===== config.mk =====
export PLATFORM = sky130hd
export DESIGN_NAME = bcmc_top
export DESIGN_NICKNAME = d
export VERILOG_FILES = /design/src/bcmc_pkg.sv /design/src/bcmc_top.sv
export VERILOG_INCLUDE_DIRS = /design/src /design/src/src
export SDC_FILE = /design/constraint.sdc
export NUM_CORES = 1
export LEC_CHECK = 0
export BUFFER_PORTS_ARGS = -buffer_cell sky130_fd_sc_hd__buf_2
export CAP_MARGIN = 5
export CORE_ASPECT_RATIO = 0.5
export CORE_MARGIN = 1
export CORE_UTILIZATION = 35
export DETAILED_ROUTE_END_ITERATION = 12
export RECOVER_POWER = 25
export SYNTH_ARGS = -nofsm -noshare
export SYNTH_HDL_FRONTEND = slang
export SYNTH_SLANG_ARGS = --single-unit

===== constraint.sdc =====
create_clock -name clk_sys -period 7.8 [get_ports clk_sys]
set_input_delay 1.56 -clock clk_sys [delete_from_list [all_inputs] [get_ports clk_sys]]
set_output_delay 1.56 -clock clk_sys [all_outputs]
set_load 0.01 [all_outputs]

===== src/bcmc_map.svh =====
// Register offsets, field positions, reset values and timing counts for the converter control block
`ifndef BCMC_MAP_SVH
`define BCMC_MAP_SVH

// Register offsets (plain port, 8-bit address)
`define BCMC_ADDR_CONV_CFG 8'h00
`define BCMC_ADDR_CORE_CFG 8'h01
`define BCMC_ADDR_MAIN_SET 8'h02
`define BCMC_ADDR_CORE_SET 8'h03
`define BCMC_ADDR_STATUS 8'h04
`define BCMC_ADDR_INT_STAT 8'h05
`define BCMC_ADDR_INT_MASK 8'h06
`define BCMC_ADDR_CONTROL 8'h07

// converter_config_primary fields
`define BCMC_CFG_FORCE_PWM 7
`define BCMC_CFG_SLEEP_EN 6
`define BCMC_CFG_MAIN_DISCH 5
`define BCMC_CFG_PSAVE_OFF 4

// core_voltage_config fields
`define BCMC_CORE_DISCH 7
`define BCMC_CORE_SLEEP_OFF 6
`define BCMC_CORE_LOW_LSB 0

// Voltage codes, 10 mV steps; the core low-voltage field counts 80 mV steps
`define BCMC_MAIN_V30 9'h12C
`define BCMC_MAIN_V33 9'h14A
`define BCMC_CORE_V15 9'h096
`define BCMC_CORE_V16 9'h0A0
`define BCMC_CORE_LOW_RST 6'h0F

// Timing: 1.25 MHz switching from 125 MHz gives 100 cycles per period
`define BCMC_CLK_MHZ 125
`define BCMC_SW_KHZ 1250
`define BCMC_SW_PERIOD ((`BCMC_CLK_MHZ * 1000) / `BCMC_SW_KHZ)
`define BCMC_CORE_PHASE ((`BCMC_SW_PERIOD * 270) / 360)
`define BCMC_DEAD_NS 16
`define BCMC_DEAD_CYC ((`BCMC_DEAD_NS * `BCMC_CLK_MHZ + 999) / 1000)
`define BCMC_SS_STEPS 4
`define BCMC_SS_STEP_PERIODS 64

`endif


===== src/bcmc_pkg.sv =====
// Types for the converter control block
package bcmc_pkg;
	typedef enum logic [1:0] {
		BCMC_PWM = 2'b00,
		BCMC_PFM_RUN = 2'b01,
		BCMC_PFM_IDLE = 2'b11
	} bcmc_mode_e;
	typedef enum logic [1:0] {
		BCMC_SW_OFF = 2'b00,
		BCMC_SW_HIGH = 2'b01,
		BCMC_SW_DEAD = 2'b11,
		BCMC_SW_LOW = 2'b10
	} bcmc_sw_e;
endpackage


===== src/bcmc_top.sv =====
// Mode, voltage and switching control for the main and core step-down converters
// Functional notes
// - Main rail starts 3.0/3.3 V from strap
// - Core rail starts 1.5/1.6 V from strap
// - Host may rewrite both voltage settings
// - Deep sleep lowers or disables core rail
// - Sleep pin ignored without enable bit
// - Auto PFM at light load, can be disabled
// - Bit 7 forces both converters to PWM
// - PFM bursts below low, stops at high
// - Falling to nominal exits power save
// - Main is master, core lags 270 degrees
// - Current limit ramps in four steps
// - Discharge off at reset, enabled per converter
// - Power-good flags readable with hysteresis
// - Power-good loss raises maskable interrupt
// - Power-good ignored while converter disabled
// - Overtemperature shutdown only while in PWM
// - High side on per cycle, dead time
// - Dropout holds high side fully on; in PFM idle the code keeps it off
//
// Added by the designer: strobed register access and the placing of the registers.
`timescale 1ns/100ps
`include "bcmc_map.svh"

module bcmc_top
	import bcmc_pkg::*;
#(
	parameter int SS_STEP_PERIODS = `BCMC_SS_STEP_PERIODS
) (
	// Clock and reset
	input wire logic clk_sys,
	input wire logic rst_n,
	// Register port
	input wire logic [7:0] reg_addr,
	input wire logic [7:0] reg_wdata,
	input wire logic reg_wr,
	input wire logic reg_rd,
	output logic [7:0] reg_rdata,
	// Pins
	input wire logic main_default_strap,
	input wire logic core_default_strap,
	input wire logic deep_sleep_pin,
	// Analog comparators and events, per converter [0]=main [1]=core
	input wire logic [1:0] conv_enable,
	input wire logic [1:0] light_load,
	input wire logic [1:0] comp_low,
	input wire logic [1:0] comp_high,
	input wire logic [1:0] comp_nominal,
	input wire logic [1:0] pwm_trip,
	input wire logic [1:0] ilimit_trip,
	input wire logic [1:0] dropout,
	input wire logic [1:0] pg_below10,
	input wire logic [1:0] pg_above5,
	input wire logic overtemp,
	input wire logic undervoltage,
	input wire logic battery_cover_event,
	// Converter controls
	output logic [8:0] main_rail_target,
	output logic [8:0] core_rail_target,
	output logic [1:0] conv_run,
	output logic [1:0] high_side_on,
	output logic [1:0] rectifier_on,
	output logic [1:0] pfm_active,
	output logic [1:0] ilimit_step0,
	output logic [1:0] ilimit_step1,
	output logic [1:0] discharge_on,
	output logic irq
);

	localparam int PER = `BCMC_SW_PERIOD;
	localparam int PH = `BCMC_CORE_PHASE;
	localparam int DEAD = `BCMC_DEAD_CYC;

	logic rst_s1_reg, rst_sync_reg;
	logic [4:0] pin_s1_reg, pin_s2_reg;
	logic [19:0] ain_s1_reg, ain_s2_reg;
	logic [7:0] cfg_reg, core_cfg_reg, int_mask_reg, int_stat_reg;
	logic [8:0] main_set_reg, core_set_reg;
	logic strap_done_reg;
	logic [1:0] strap_wait_reg;
	logic [6:0] phase_reg;
	logic [1:0] tick;
	logic [1:0] pg_reg, pg_fall;
	logic [1:0] en_eff, shutdown_reg, ot_trip;
	logic sleep_act, force_pwm, psave_off;
	logic [1:0] s_enable, s_light, s_low, s_high, s_nom, s_trip, s_ilim, s_drop, s_b10, s_a5;
	logic s_sleep, s_ot, s_uv, s_cover, s_strap_main, s_strap_core;
	bcmc_mode_e mode_reg [2];
	bcmc_sw_e sw_reg [2];
	logic [2:0] dead_cnt_reg [2];
	logic [1:0] ss_step_reg [2];
	logic [15:0] ss_cnt_reg [2];

	// Reset release through two flops
	always_ff @(posedge clk_sys or negedge rst_n) begin
		if (!rst_n) begin
			rst_s1_reg <= 1'b0;
			rst_sync_reg <= 1'b0;
		end else begin
			rst_s1_reg <= 1'b1;
			rst_sync_reg <= rst_s1_reg;
		end
	end

	// Pins and analog comparators are asynchronous to clk_sys
	always_ff @(posedge clk_sys or negedge rst_sync_reg) begin
		if (!rst_sync_reg) begin
			pin_s1_reg <= 5'h00;
			pin_s2_reg <= 5'h00;
			ain_s1_reg <= 20'h00000;
			ain_s2_reg <= 20'h00000;
		end else begin
			pin_s1_reg <= {main_default_strap, core_default_strap, deep_sleep_pin, undervoltage, battery_cover_event};
			pin_s2_reg <= pin_s1_reg;
			ain_s1_reg <= {conv_enable, light_load, comp_low, comp_high, comp_nominal,
				pwm_trip, ilimit_trip, dropout, pg_below10, pg_above5};
			ain_s2_reg <= ain_s1_reg;
		end
	end

	assign {s_strap_main, s_strap_core, s_sleep, s_uv, s_cover} = pin_s2_reg;
	assign {s_enable, s_light, s_low, s_high, s_nom, s_trip, s_ilim, s_drop, s_b10, s_a5} = ain_s2_reg;

	logic ot_s1_reg, ot_s2_reg;
	always_ff @(posedge clk_sys or negedge rst_sync_reg) begin
		if (!rst_sync_reg) begin
			ot_s1_reg <= 1'b0;
			ot_s2_reg <= 1'b0;
		end else begin
			ot_s1_reg <= overtemp;
			ot_s2_reg <= ot_s1_reg;
		end
	end
	assign s_ot = ot_s2_reg;

	assign force_pwm = cfg_reg[`BCMC_CFG_FORCE_PWM];
	assign psave_off = cfg_reg[`BCMC_CFG_PSAVE_OFF];
	assign sleep_act = s_sleep && cfg_reg[`BCMC_CFG_SLEEP_EN];

	// Any converter in PWM arms the thermal detector
	assign ot_trip[0] = s_ot && ((mode_reg[0] == BCMC_PWM) || (mode_reg[1] == BCMC_PWM));
	assign ot_trip[1] = ot_trip[0];

	assign en_eff[0] = s_enable[0] && !shutdown_reg[0];
	assign en_eff[1] = s_enable[1] && !shutdown_reg[1] && !(sleep_act && core_cfg_reg[`BCMC_CORE_SLEEP_OFF]);

	// Registers, host writes; voltage settings loaded from straps once after reset
	always_ff @(posedge clk_sys or negedge rst_sync_reg) begin
		if (!rst_sync_reg) begin
			cfg_reg <= 8'h00;
			core_cfg_reg <= {2'h0, `BCMC_CORE_LOW_RST};
			int_mask_reg <= 8'h00;
			main_set_reg <= `BCMC_MAIN_V30;
			core_set_reg <= `BCMC_CORE_V15;
			strap_done_reg <= 1'b0;
			strap_wait_reg <= 2'h0;
		end else begin
			// Straps are read only once both sync stages hold them, not their reset zeros
			if (strap_wait_reg != 2'h2) begin
				strap_wait_reg <= strap_wait_reg + 2'h1;
			end else if (!strap_done_reg) begin
				strap_done_reg <= 1'b1;
				main_set_reg <= s_strap_main ? `BCMC_MAIN_V33 : `BCMC_MAIN_V30;
				core_set_reg <= s_strap_core ? `BCMC_CORE_V16 : `BCMC_CORE_V15;
			end else if (reg_wr) begin
				unique case (reg_addr)
					`BCMC_ADDR_CONV_CFG: cfg_reg <= reg_wdata;
					`BCMC_ADDR_CORE_CFG: core_cfg_reg <= reg_wdata;
					`BCMC_ADDR_MAIN_SET: main_set_reg <= {reg_wdata, 1'b0};
					`BCMC_ADDR_CORE_SET: core_set_reg <= {1'b0, reg_wdata};
					`BCMC_ADDR_INT_MASK: int_mask_reg <= reg_wdata;
					default: ;
				endcase
			end
		end
	end

	// Shutdown latch on overtemperature, undervoltage or cover; released when cause clears
	always_ff @(posedge clk_sys or negedge rst_sync_reg) begin
		if (!rst_sync_reg) begin
			shutdown_reg <= 2'b00;
		end else if (ot_trip[0] || s_uv || s_cover) begin
			shutdown_reg <= 2'b11;
		end else if (!s_ot) begin
			shutdown_reg <= 2'b00;
		end
	end

	// Master phase counter; core starts 270 degrees after main
	always_ff @(posedge clk_sys or negedge rst_sync_reg) begin
		if (!rst_sync_reg) begin
			phase_reg <= 7'h00;
		end else if (phase_reg == 7'(PER - 1)) begin
			phase_reg <= 7'h00;
		end else begin
			phase_reg <= phase_reg + 7'h01;
		end
	end
	assign tick[0] = (phase_reg == 7'h00);
	assign tick[1] = (phase_reg == 7'(PH));

	// Power-good hysteresis, events and interrupt status
	always_ff @(posedge clk_sys or negedge rst_sync_reg) begin
		if (!rst_sync_reg) begin
			pg_reg <= 2'b00;
		end else begin
			for (int i = 0; i < 2; i++) begin
				if (!en_eff[i]) begin
					pg_reg[i] <= 1'b0;
				end else if (s_b10[i]) begin
					pg_reg[i] <= 1'b0;
				end else if (s_a5[i]) begin
					pg_reg[i] <= 1'b1;
				end
			end
		end
	end
	assign pg_fall = pg_reg & ~{en_eff[1] ? !s_b10[1] : 1'b1, en_eff[0] ? !s_b10[0] : 1'b1} & en_eff;

	// Read clears status, a new event in that cycle still sets
	always_ff @(posedge clk_sys or negedge rst_sync_reg) begin
		if (!rst_sync_reg) begin
			int_stat_reg <= 8'h00;
		end else begin
			int_stat_reg <= ((reg_rd && reg_addr == `BCMC_ADDR_INT_STAT) ? 8'h00 : int_stat_reg)
				| {5'h00, ot_trip[0], pg_fall};
		end
	end

	always_ff @(posedge clk_sys or negedge rst_sync_reg) begin
		if (!rst_sync_reg) begin
			irq <= 1'b0;
			reg_rdata <= 8'h00;
		end else begin
			irq <= |(int_stat_reg & int_mask_reg);
			if (reg_rd) begin
				unique case (reg_addr)
					`BCMC_ADDR_CONV_CFG: reg_rdata <= cfg_reg;
					`BCMC_ADDR_CORE_CFG: reg_rdata <= core_cfg_reg;
					`BCMC_ADDR_MAIN_SET: reg_rdata <= main_set_reg[8:1];
					`BCMC_ADDR_CORE_SET: reg_rdata <= core_set_reg[7:0];
					`BCMC_ADDR_STATUS: reg_rdata <= {shutdown_reg[0], pfm_active, en_eff, 1'b0, pg_reg};
					`BCMC_ADDR_INT_STAT: reg_rdata <= int_stat_reg;
					`BCMC_ADDR_INT_MASK: reg_rdata <= int_mask_reg;
					default: reg_rdata <= 8'h00;
				endcase
			end else begin
				reg_rdata <= 8'h00;
			end
		end
	end

	// Per-converter mode, switching and soft start
	for (genvar g = 0; g < 2; g++) begin : g_conv
		always_ff @(posedge clk_sys or negedge rst_sync_reg) begin
			if (!rst_sync_reg) begin
				mode_reg[g] <= BCMC_PWM;
			end else if (!en_eff[g] || force_pwm || psave_off) begin
				mode_reg[g] <= BCMC_PWM;
			end else begin
				unique case (mode_reg[g])
					BCMC_PWM: if (s_light[g]) mode_reg[g] <= BCMC_PFM_RUN;
					BCMC_PFM_RUN: begin
						if (!s_nom[g]) mode_reg[g] <= BCMC_PWM;
						else if (s_high[g]) mode_reg[g] <= BCMC_PFM_IDLE;
					end
					BCMC_PFM_IDLE: begin
						if (!s_nom[g]) mode_reg[g] <= BCMC_PWM;
						else if (s_low[g]) mode_reg[g] <= BCMC_PFM_RUN;
					end
					default: mode_reg[g] <= BCMC_PWM;
				endcase
			end
		end

		// Burst at half rate: only every second period starts in PFM
		logic odd_reg;
		always_ff @(posedge clk_sys or negedge rst_sync_reg) begin
			if (!rst_sync_reg) begin
				odd_reg <= 1'b0;
			end else if (tick[g]) begin
				odd_reg <= !odd_reg;
			end
		end

		always_ff @(posedge clk_sys or negedge rst_sync_reg) begin
			if (!rst_sync_reg) begin
				sw_reg[g] <= BCMC_SW_OFF;
				dead_cnt_reg[g] <= 3'h0;
			end else if (!en_eff[g] || mode_reg[g] == BCMC_PFM_IDLE) begin
				sw_reg[g] <= BCMC_SW_OFF;
			end else if (s_drop[g]) begin
				sw_reg[g] <= BCMC_SW_HIGH;
			end else if (tick[g] && (mode_reg[g] == BCMC_PWM || odd_reg)) begin
				sw_reg[g] <= BCMC_SW_HIGH;
			end else begin
				unique case (sw_reg[g])
					BCMC_SW_HIGH: if (s_trip[g] || s_ilim[g]) begin
						sw_reg[g] <= BCMC_SW_DEAD;
						dead_cnt_reg[g] <= 3'(DEAD);
					end
					BCMC_SW_DEAD: begin
						if (dead_cnt_reg[g] <= 3'h1) sw_reg[g] <= BCMC_SW_LOW;
						dead_cnt_reg[g] <= dead_cnt_reg[g] - 3'h1;
					end
					default: ;
				endcase
			end
		end

		// Current limit steps up once per SS_STEP_PERIODS switching periods
		always_ff @(posedge clk_sys or negedge rst_sync_reg) begin
			if (!rst_sync_reg) begin
				ss_step_reg[g] <= 2'h0;
				ss_cnt_reg[g] <= 16'h0000;
			end else if (!en_eff[g]) begin
				ss_step_reg[g] <= 2'h0;
				ss_cnt_reg[g] <= 16'h0000;
			end else if (tick[g] && ss_step_reg[g] != 2'(`BCMC_SS_STEPS - 1)) begin
				if (ss_cnt_reg[g] == 16'(SS_STEP_PERIODS - 1)) begin
					ss_cnt_reg[g] <= 16'h0000;
					ss_step_reg[g] <= ss_step_reg[g] + 2'h1;
				end else begin
					ss_cnt_reg[g] <= ss_cnt_reg[g] + 16'h0001;
				end
			end
		end

		always_ff @(posedge clk_sys or negedge rst_sync_reg) begin
			if (!rst_sync_reg) begin
				conv_run[g] <= 1'b0;
				high_side_on[g] <= 1'b0;
				rectifier_on[g] <= 1'b0;
				pfm_active[g] <= 1'b0;
				ilimit_step0[g] <= 1'b0;
				ilimit_step1[g] <= 1'b0;
				discharge_on[g] <= 1'b0;
			end else begin
				conv_run[g] <= en_eff[g];
				high_side_on[g] <= (sw_reg[g] == BCMC_SW_HIGH);
				rectifier_on[g] <= (sw_reg[g] == BCMC_SW_LOW);
				pfm_active[g] <= (mode_reg[g] != BCMC_PWM);
				ilimit_step0[g] <= ss_step_reg[g][0];
				ilimit_step1[g] <= ss_step_reg[g][1];
				discharge_on[g] <= shutdown_reg[g] && (g == 0 ? cfg_reg[`BCMC_CFG_MAIN_DISCH]
					: core_cfg_reg[`BCMC_CORE_DISCH]);
			end
		end
	end

	always_ff @(posedge clk_sys or negedge rst_sync_reg) begin
		if (!rst_sync_reg) begin
			main_rail_target <= `BCMC_MAIN_V30;
			core_rail_target <= `BCMC_CORE_V15;
		end else begin
			main_rail_target <= main_set_reg;
			core_rail_target <= sleep_act ? {3'h0, core_cfg_reg[5:0]} << 3 : core_set_reg;
		end
	end

endmodule


==> impl_metrics.py <==
metrics = {
    "status": {
        "outcome": "complete, but fails checks",
        "violations": "capacitance limit, slew limit",
    },
    "clocking": {
        "cts_tree": "built",
        "cts_setup_buffers": 0,
        "hold_buffers": 0,
        "cts_resized": 0,
        "clk_latency_ns": 0.52,
        "cts_buffer_depth": 3,
        "h-tree-depth": 1,
        "clk_pin_slew_ns": 0.06,
        "cts.sinks": 202,
        "numCtsBuffers": 20,
        "root_buffer": "clkbuf_16",
    },
    "floorplanning": {
        "die_w_um": 218,
        "dieArea_um2": 24100,
        "io_pins": 87,
        "core.rowCount": 39,
        "initial_utilization_pct": 35.8,
        "core_um2": 22900,
        "die_height_um": 110,
    },
    "detailed_routing": {
        "avgRoutedWirePerCell_um": 16.7,
        "dr.pass1.iters": 6,
        "vias_per_cell": 4.94,
        "drtIter0Drc": 350,
        "drc": 0,
        "dr_total_vias": 5306,
        "drt-total-wl_um": 17900,
        "ant_nets": 0,
    },
    "sta": {
        "period_share_pct": 44.1,
        "tns_ns": 0,
        "fmax_mhz": 291,
        "final-setup-viol-count": 0,
        "worst_pin_slew_ns": 2.06,
        "finalCriticalPeriod_ns": 3.44,
        "finClkSkew_ns": 0.0337,
        "grt_setup_unrepaired": "no",
        "hold_viol_final": 0,
        "finalMaxSlewViolations": 52,
        "slew_headroom_pct": -37.0,
    },
    "setup_path": {
        "slowest_delay_ns": 0.76,
        "end_kind": "flip-flop",
        "rrSetupSlack_ns": 5.06,
        "critical_path_class": "in -> reg",
        "worstPathArrival_ns": 3.84,
        "cp_max_fo": 8,
        "crit_chain": "buf_2, or4_4, nor3b_4, nand2_2, or4_1, mux2_4",
        "timing.rr.start": "rst_sync_reg",
        "rr_worst_depth": 1,
        "worstPathRequired_ns": 8.20,
        "r2r-end": "pin_s1_reg[3]",
        "crit_path_start_kind": "input pin",
        "slowest_stage": "or4_1",
    },
    "global_route": {
        "first_global_vias": 5270,
        "antenna_found_initial": 0,
        "busiest_layer": "met2",
        "use_met1_pct": 21.3,
        "grt_pass1_wl_um": 29000,
        "gr-usage-met3_pct": 3.81,
        "grt_usage_pct": 15.5,
        "grt.overflow.total": 0,
        "grt.met2_usage_pct": 24.9,
        "grt_max_degree": 78,
    },
    "synthesis": {
        "postSynthCellCount": 663,
        "seq_area_frac_synth_pct": 62.0,
        "ys_warn_count": 0,
        "synth-edff-count": 0,
        "synth_fp_nets": 720,
        "synthArstFlopShare_pct": 100,
        "synth.avg_cell_area_um2": 12.4,
        "ys_ff_latch": 202,
        "ys_types": 74,
        "syn_area_um2": 8200,
        "synth_top_flop_cell": "dfrtp_1",
    },
    "cells_and_area": {
        "diodes": 0,
        "layout_common_cells": "dfrtp_1, buf_2, nor2_1, nand2_1, inv_1",
        "final_nets": 811,
        "multiInputGateArea_um2": 2890,
        "regArea_um2": 5080,
        "final_common_cell": "dfrtp_1",
        "largest_reg_flops": 32,
        "postLayoutCoreUtil_pct": 42.0,
        "syn_to_final_growth_pct": 17.2,
        "drive_gt1_share_pct": 25.8,
        "nFillCells": 2141,
    },
    "worst_hold_path": {
        "whs_path_depth": 0,
        "min_to": "ain_s2_reg[8]",
        "hp-start": "ain_s1_reg[8]",
        "hold_path.class": "reg -> reg",
    },
    "placed_design": {
        "numPortBuffers": 85,
        "detailed_place_hpwl_um": 12400,
        "gp_congestion": 0.867,
    },
    "pwr": {
        "pwr_density_cell_nw_per_um2": 230,
        "ir_worst_vdd_uv": 149,
        "p_leak_nw": 4.37,
    },
    "run": {
        "maxCapViolCount": 1,
    },
}
## layer usage
metal / wire length [um] / vias to the layer above
met5: 0 / -
met4: 323 / 0
met3: 945 / 24
met2: 8380 / 106
met1: 8270 / 2634
li1: - / 2542
## layout make-up
class                      instances  share of cell area [%]
tap                              307                    4.00
timing repair buffer              88                    4.65
clock buffer                      27                    5.90
inverter                          31                    1.21
multi-input combinational        411                    30.1
sequential                       202                    52.9
clock inverter                     9                    1.24
## report_power, final
group | switching [mW] | internal, mW | leakage (nW)
clock | 0.420 | 0.582 | 0.330
sequential | 0.0252 | 1.09 | 2.56
combinational | 0.0556 | 0.0420 | 1.48
## stage by stage
step | hold WS (ns) | power [mW] | area (um2) | setup WS, ns | std cells
after global placement | 0.336 | 1.23 | 8930 | 3.86 | 1039
after detailed placement | 0.335 | 1.23 | 8930 | 3.82 | 1039
after floorplan | 0.331 | 1.19 | 8200 | 1.79 | 663
after CTS | 0.334 | 2.24 | 9610 | 4.36 | 1075
after global routing | 0.344 | 2.30 | 9610 | 4.26 | 1075
final | 0.328 | 2.21 | 9610 | 4.36 | 1075
## logic make-up (layout without fill, tap and decap cells)
kind of cell               Yosys count  in the layout  synth area share (%)
buffers and inverters               50            155                  2.73
muxes                               46             46                  7.36
adders and majority gates           11             11                  1.68
other                                2              2                0.0916
AOI/OAI and AO/OA                  104            104                  9.11
and+or+nand+nor                    222            222                  14.3
DFF                                202            202                  62.0
xor gates and xnor gates            26             26                  2.78
## cell usage after synthesis (3+ instances only)
library cell | instances | area, um2
a22oi_1 | 4 | 30.0
mux4_2 | 3 | 67.6
and4_1 | 4 | 35.0
mux2_2 | 20 | 225
nand2b_1 | 4 | 25.0
a21oi_1 | 13 | 65.1
a211oi_1 | 3 | 22.5
dfstp_2 | 20 | 526
o31ai_1 | 4 | 30.0
dfrtp_1 | 182 | 4550
nor2_1 | 54 | 203
xnor2_1 | 12 | 105
or4_1 | 4 | 30.0
nor3b_1 | 4 | 30.0
mux2i_1 | 7 | 70.1
a222oi_1 | 3 | 30.0
o21ai_0 | 26 | 130
a2111oi_0 | 3 | 26.3
a21boi_0 | 3 | 22.5
nand4_1 | 13 | 81.3
and3_1 | 14 | 87.6
xor2_1 | 14 | 123
nand2_1 | 49 | 184
o221a_2 | 9 | 101
o211ai_1 | 3 | 22.5
inv_1 | 30 | 113
nor4_1 | 4 | 25.0
mux2_4 | 16 | 240
ha_1 | 11 | 138
o22a_1 | 4 | 35.0
o221ai_1 | 4 | 35.0
nor3_1 | 8 | 40.0
o21a_1 | 3 | 22.5
nor2b_1 | 7 | 43.8
a31oi_1 | 4 | 25.0
clkbuf_1 | 12 | 45.0
or3_1 | 5 | 31.3
and2_1 | 5 | 31.3
nand3_1 | 29 | 145
o22ai_1 | 4 | 25.0
## worst max-delay path: cells and delay by family
family | cells | cell delay, ns
AND/OR/NAND/NOR | 4 | 1.78
multiplexers | 1 | 0.40
buffers and inverters | 1 | 0.09
## worst max-delay path by stage
stage / to / from / slack (ns) / cells after the start
3_3_place_gp: cfg_reg[5] / reg_addr[3] / 3.86 / 6
4_1_cts: cfg_reg[3] / reg_addr[3] / 4.36 / 6
5_1_grt: cfg_reg[3] / reg_addr[3] / 4.26 / 6
3_5_place_dp: cfg_reg[3] / reg_addr[3] / 3.82 / 6
2_1_floorplan: ain_s1_reg[0] / rst_sync_reg / 1.79 / 0
6_report: cfg_reg[3] / reg_addr[3] / 4.36 / 6
Power figures use the tool's default switching activity.
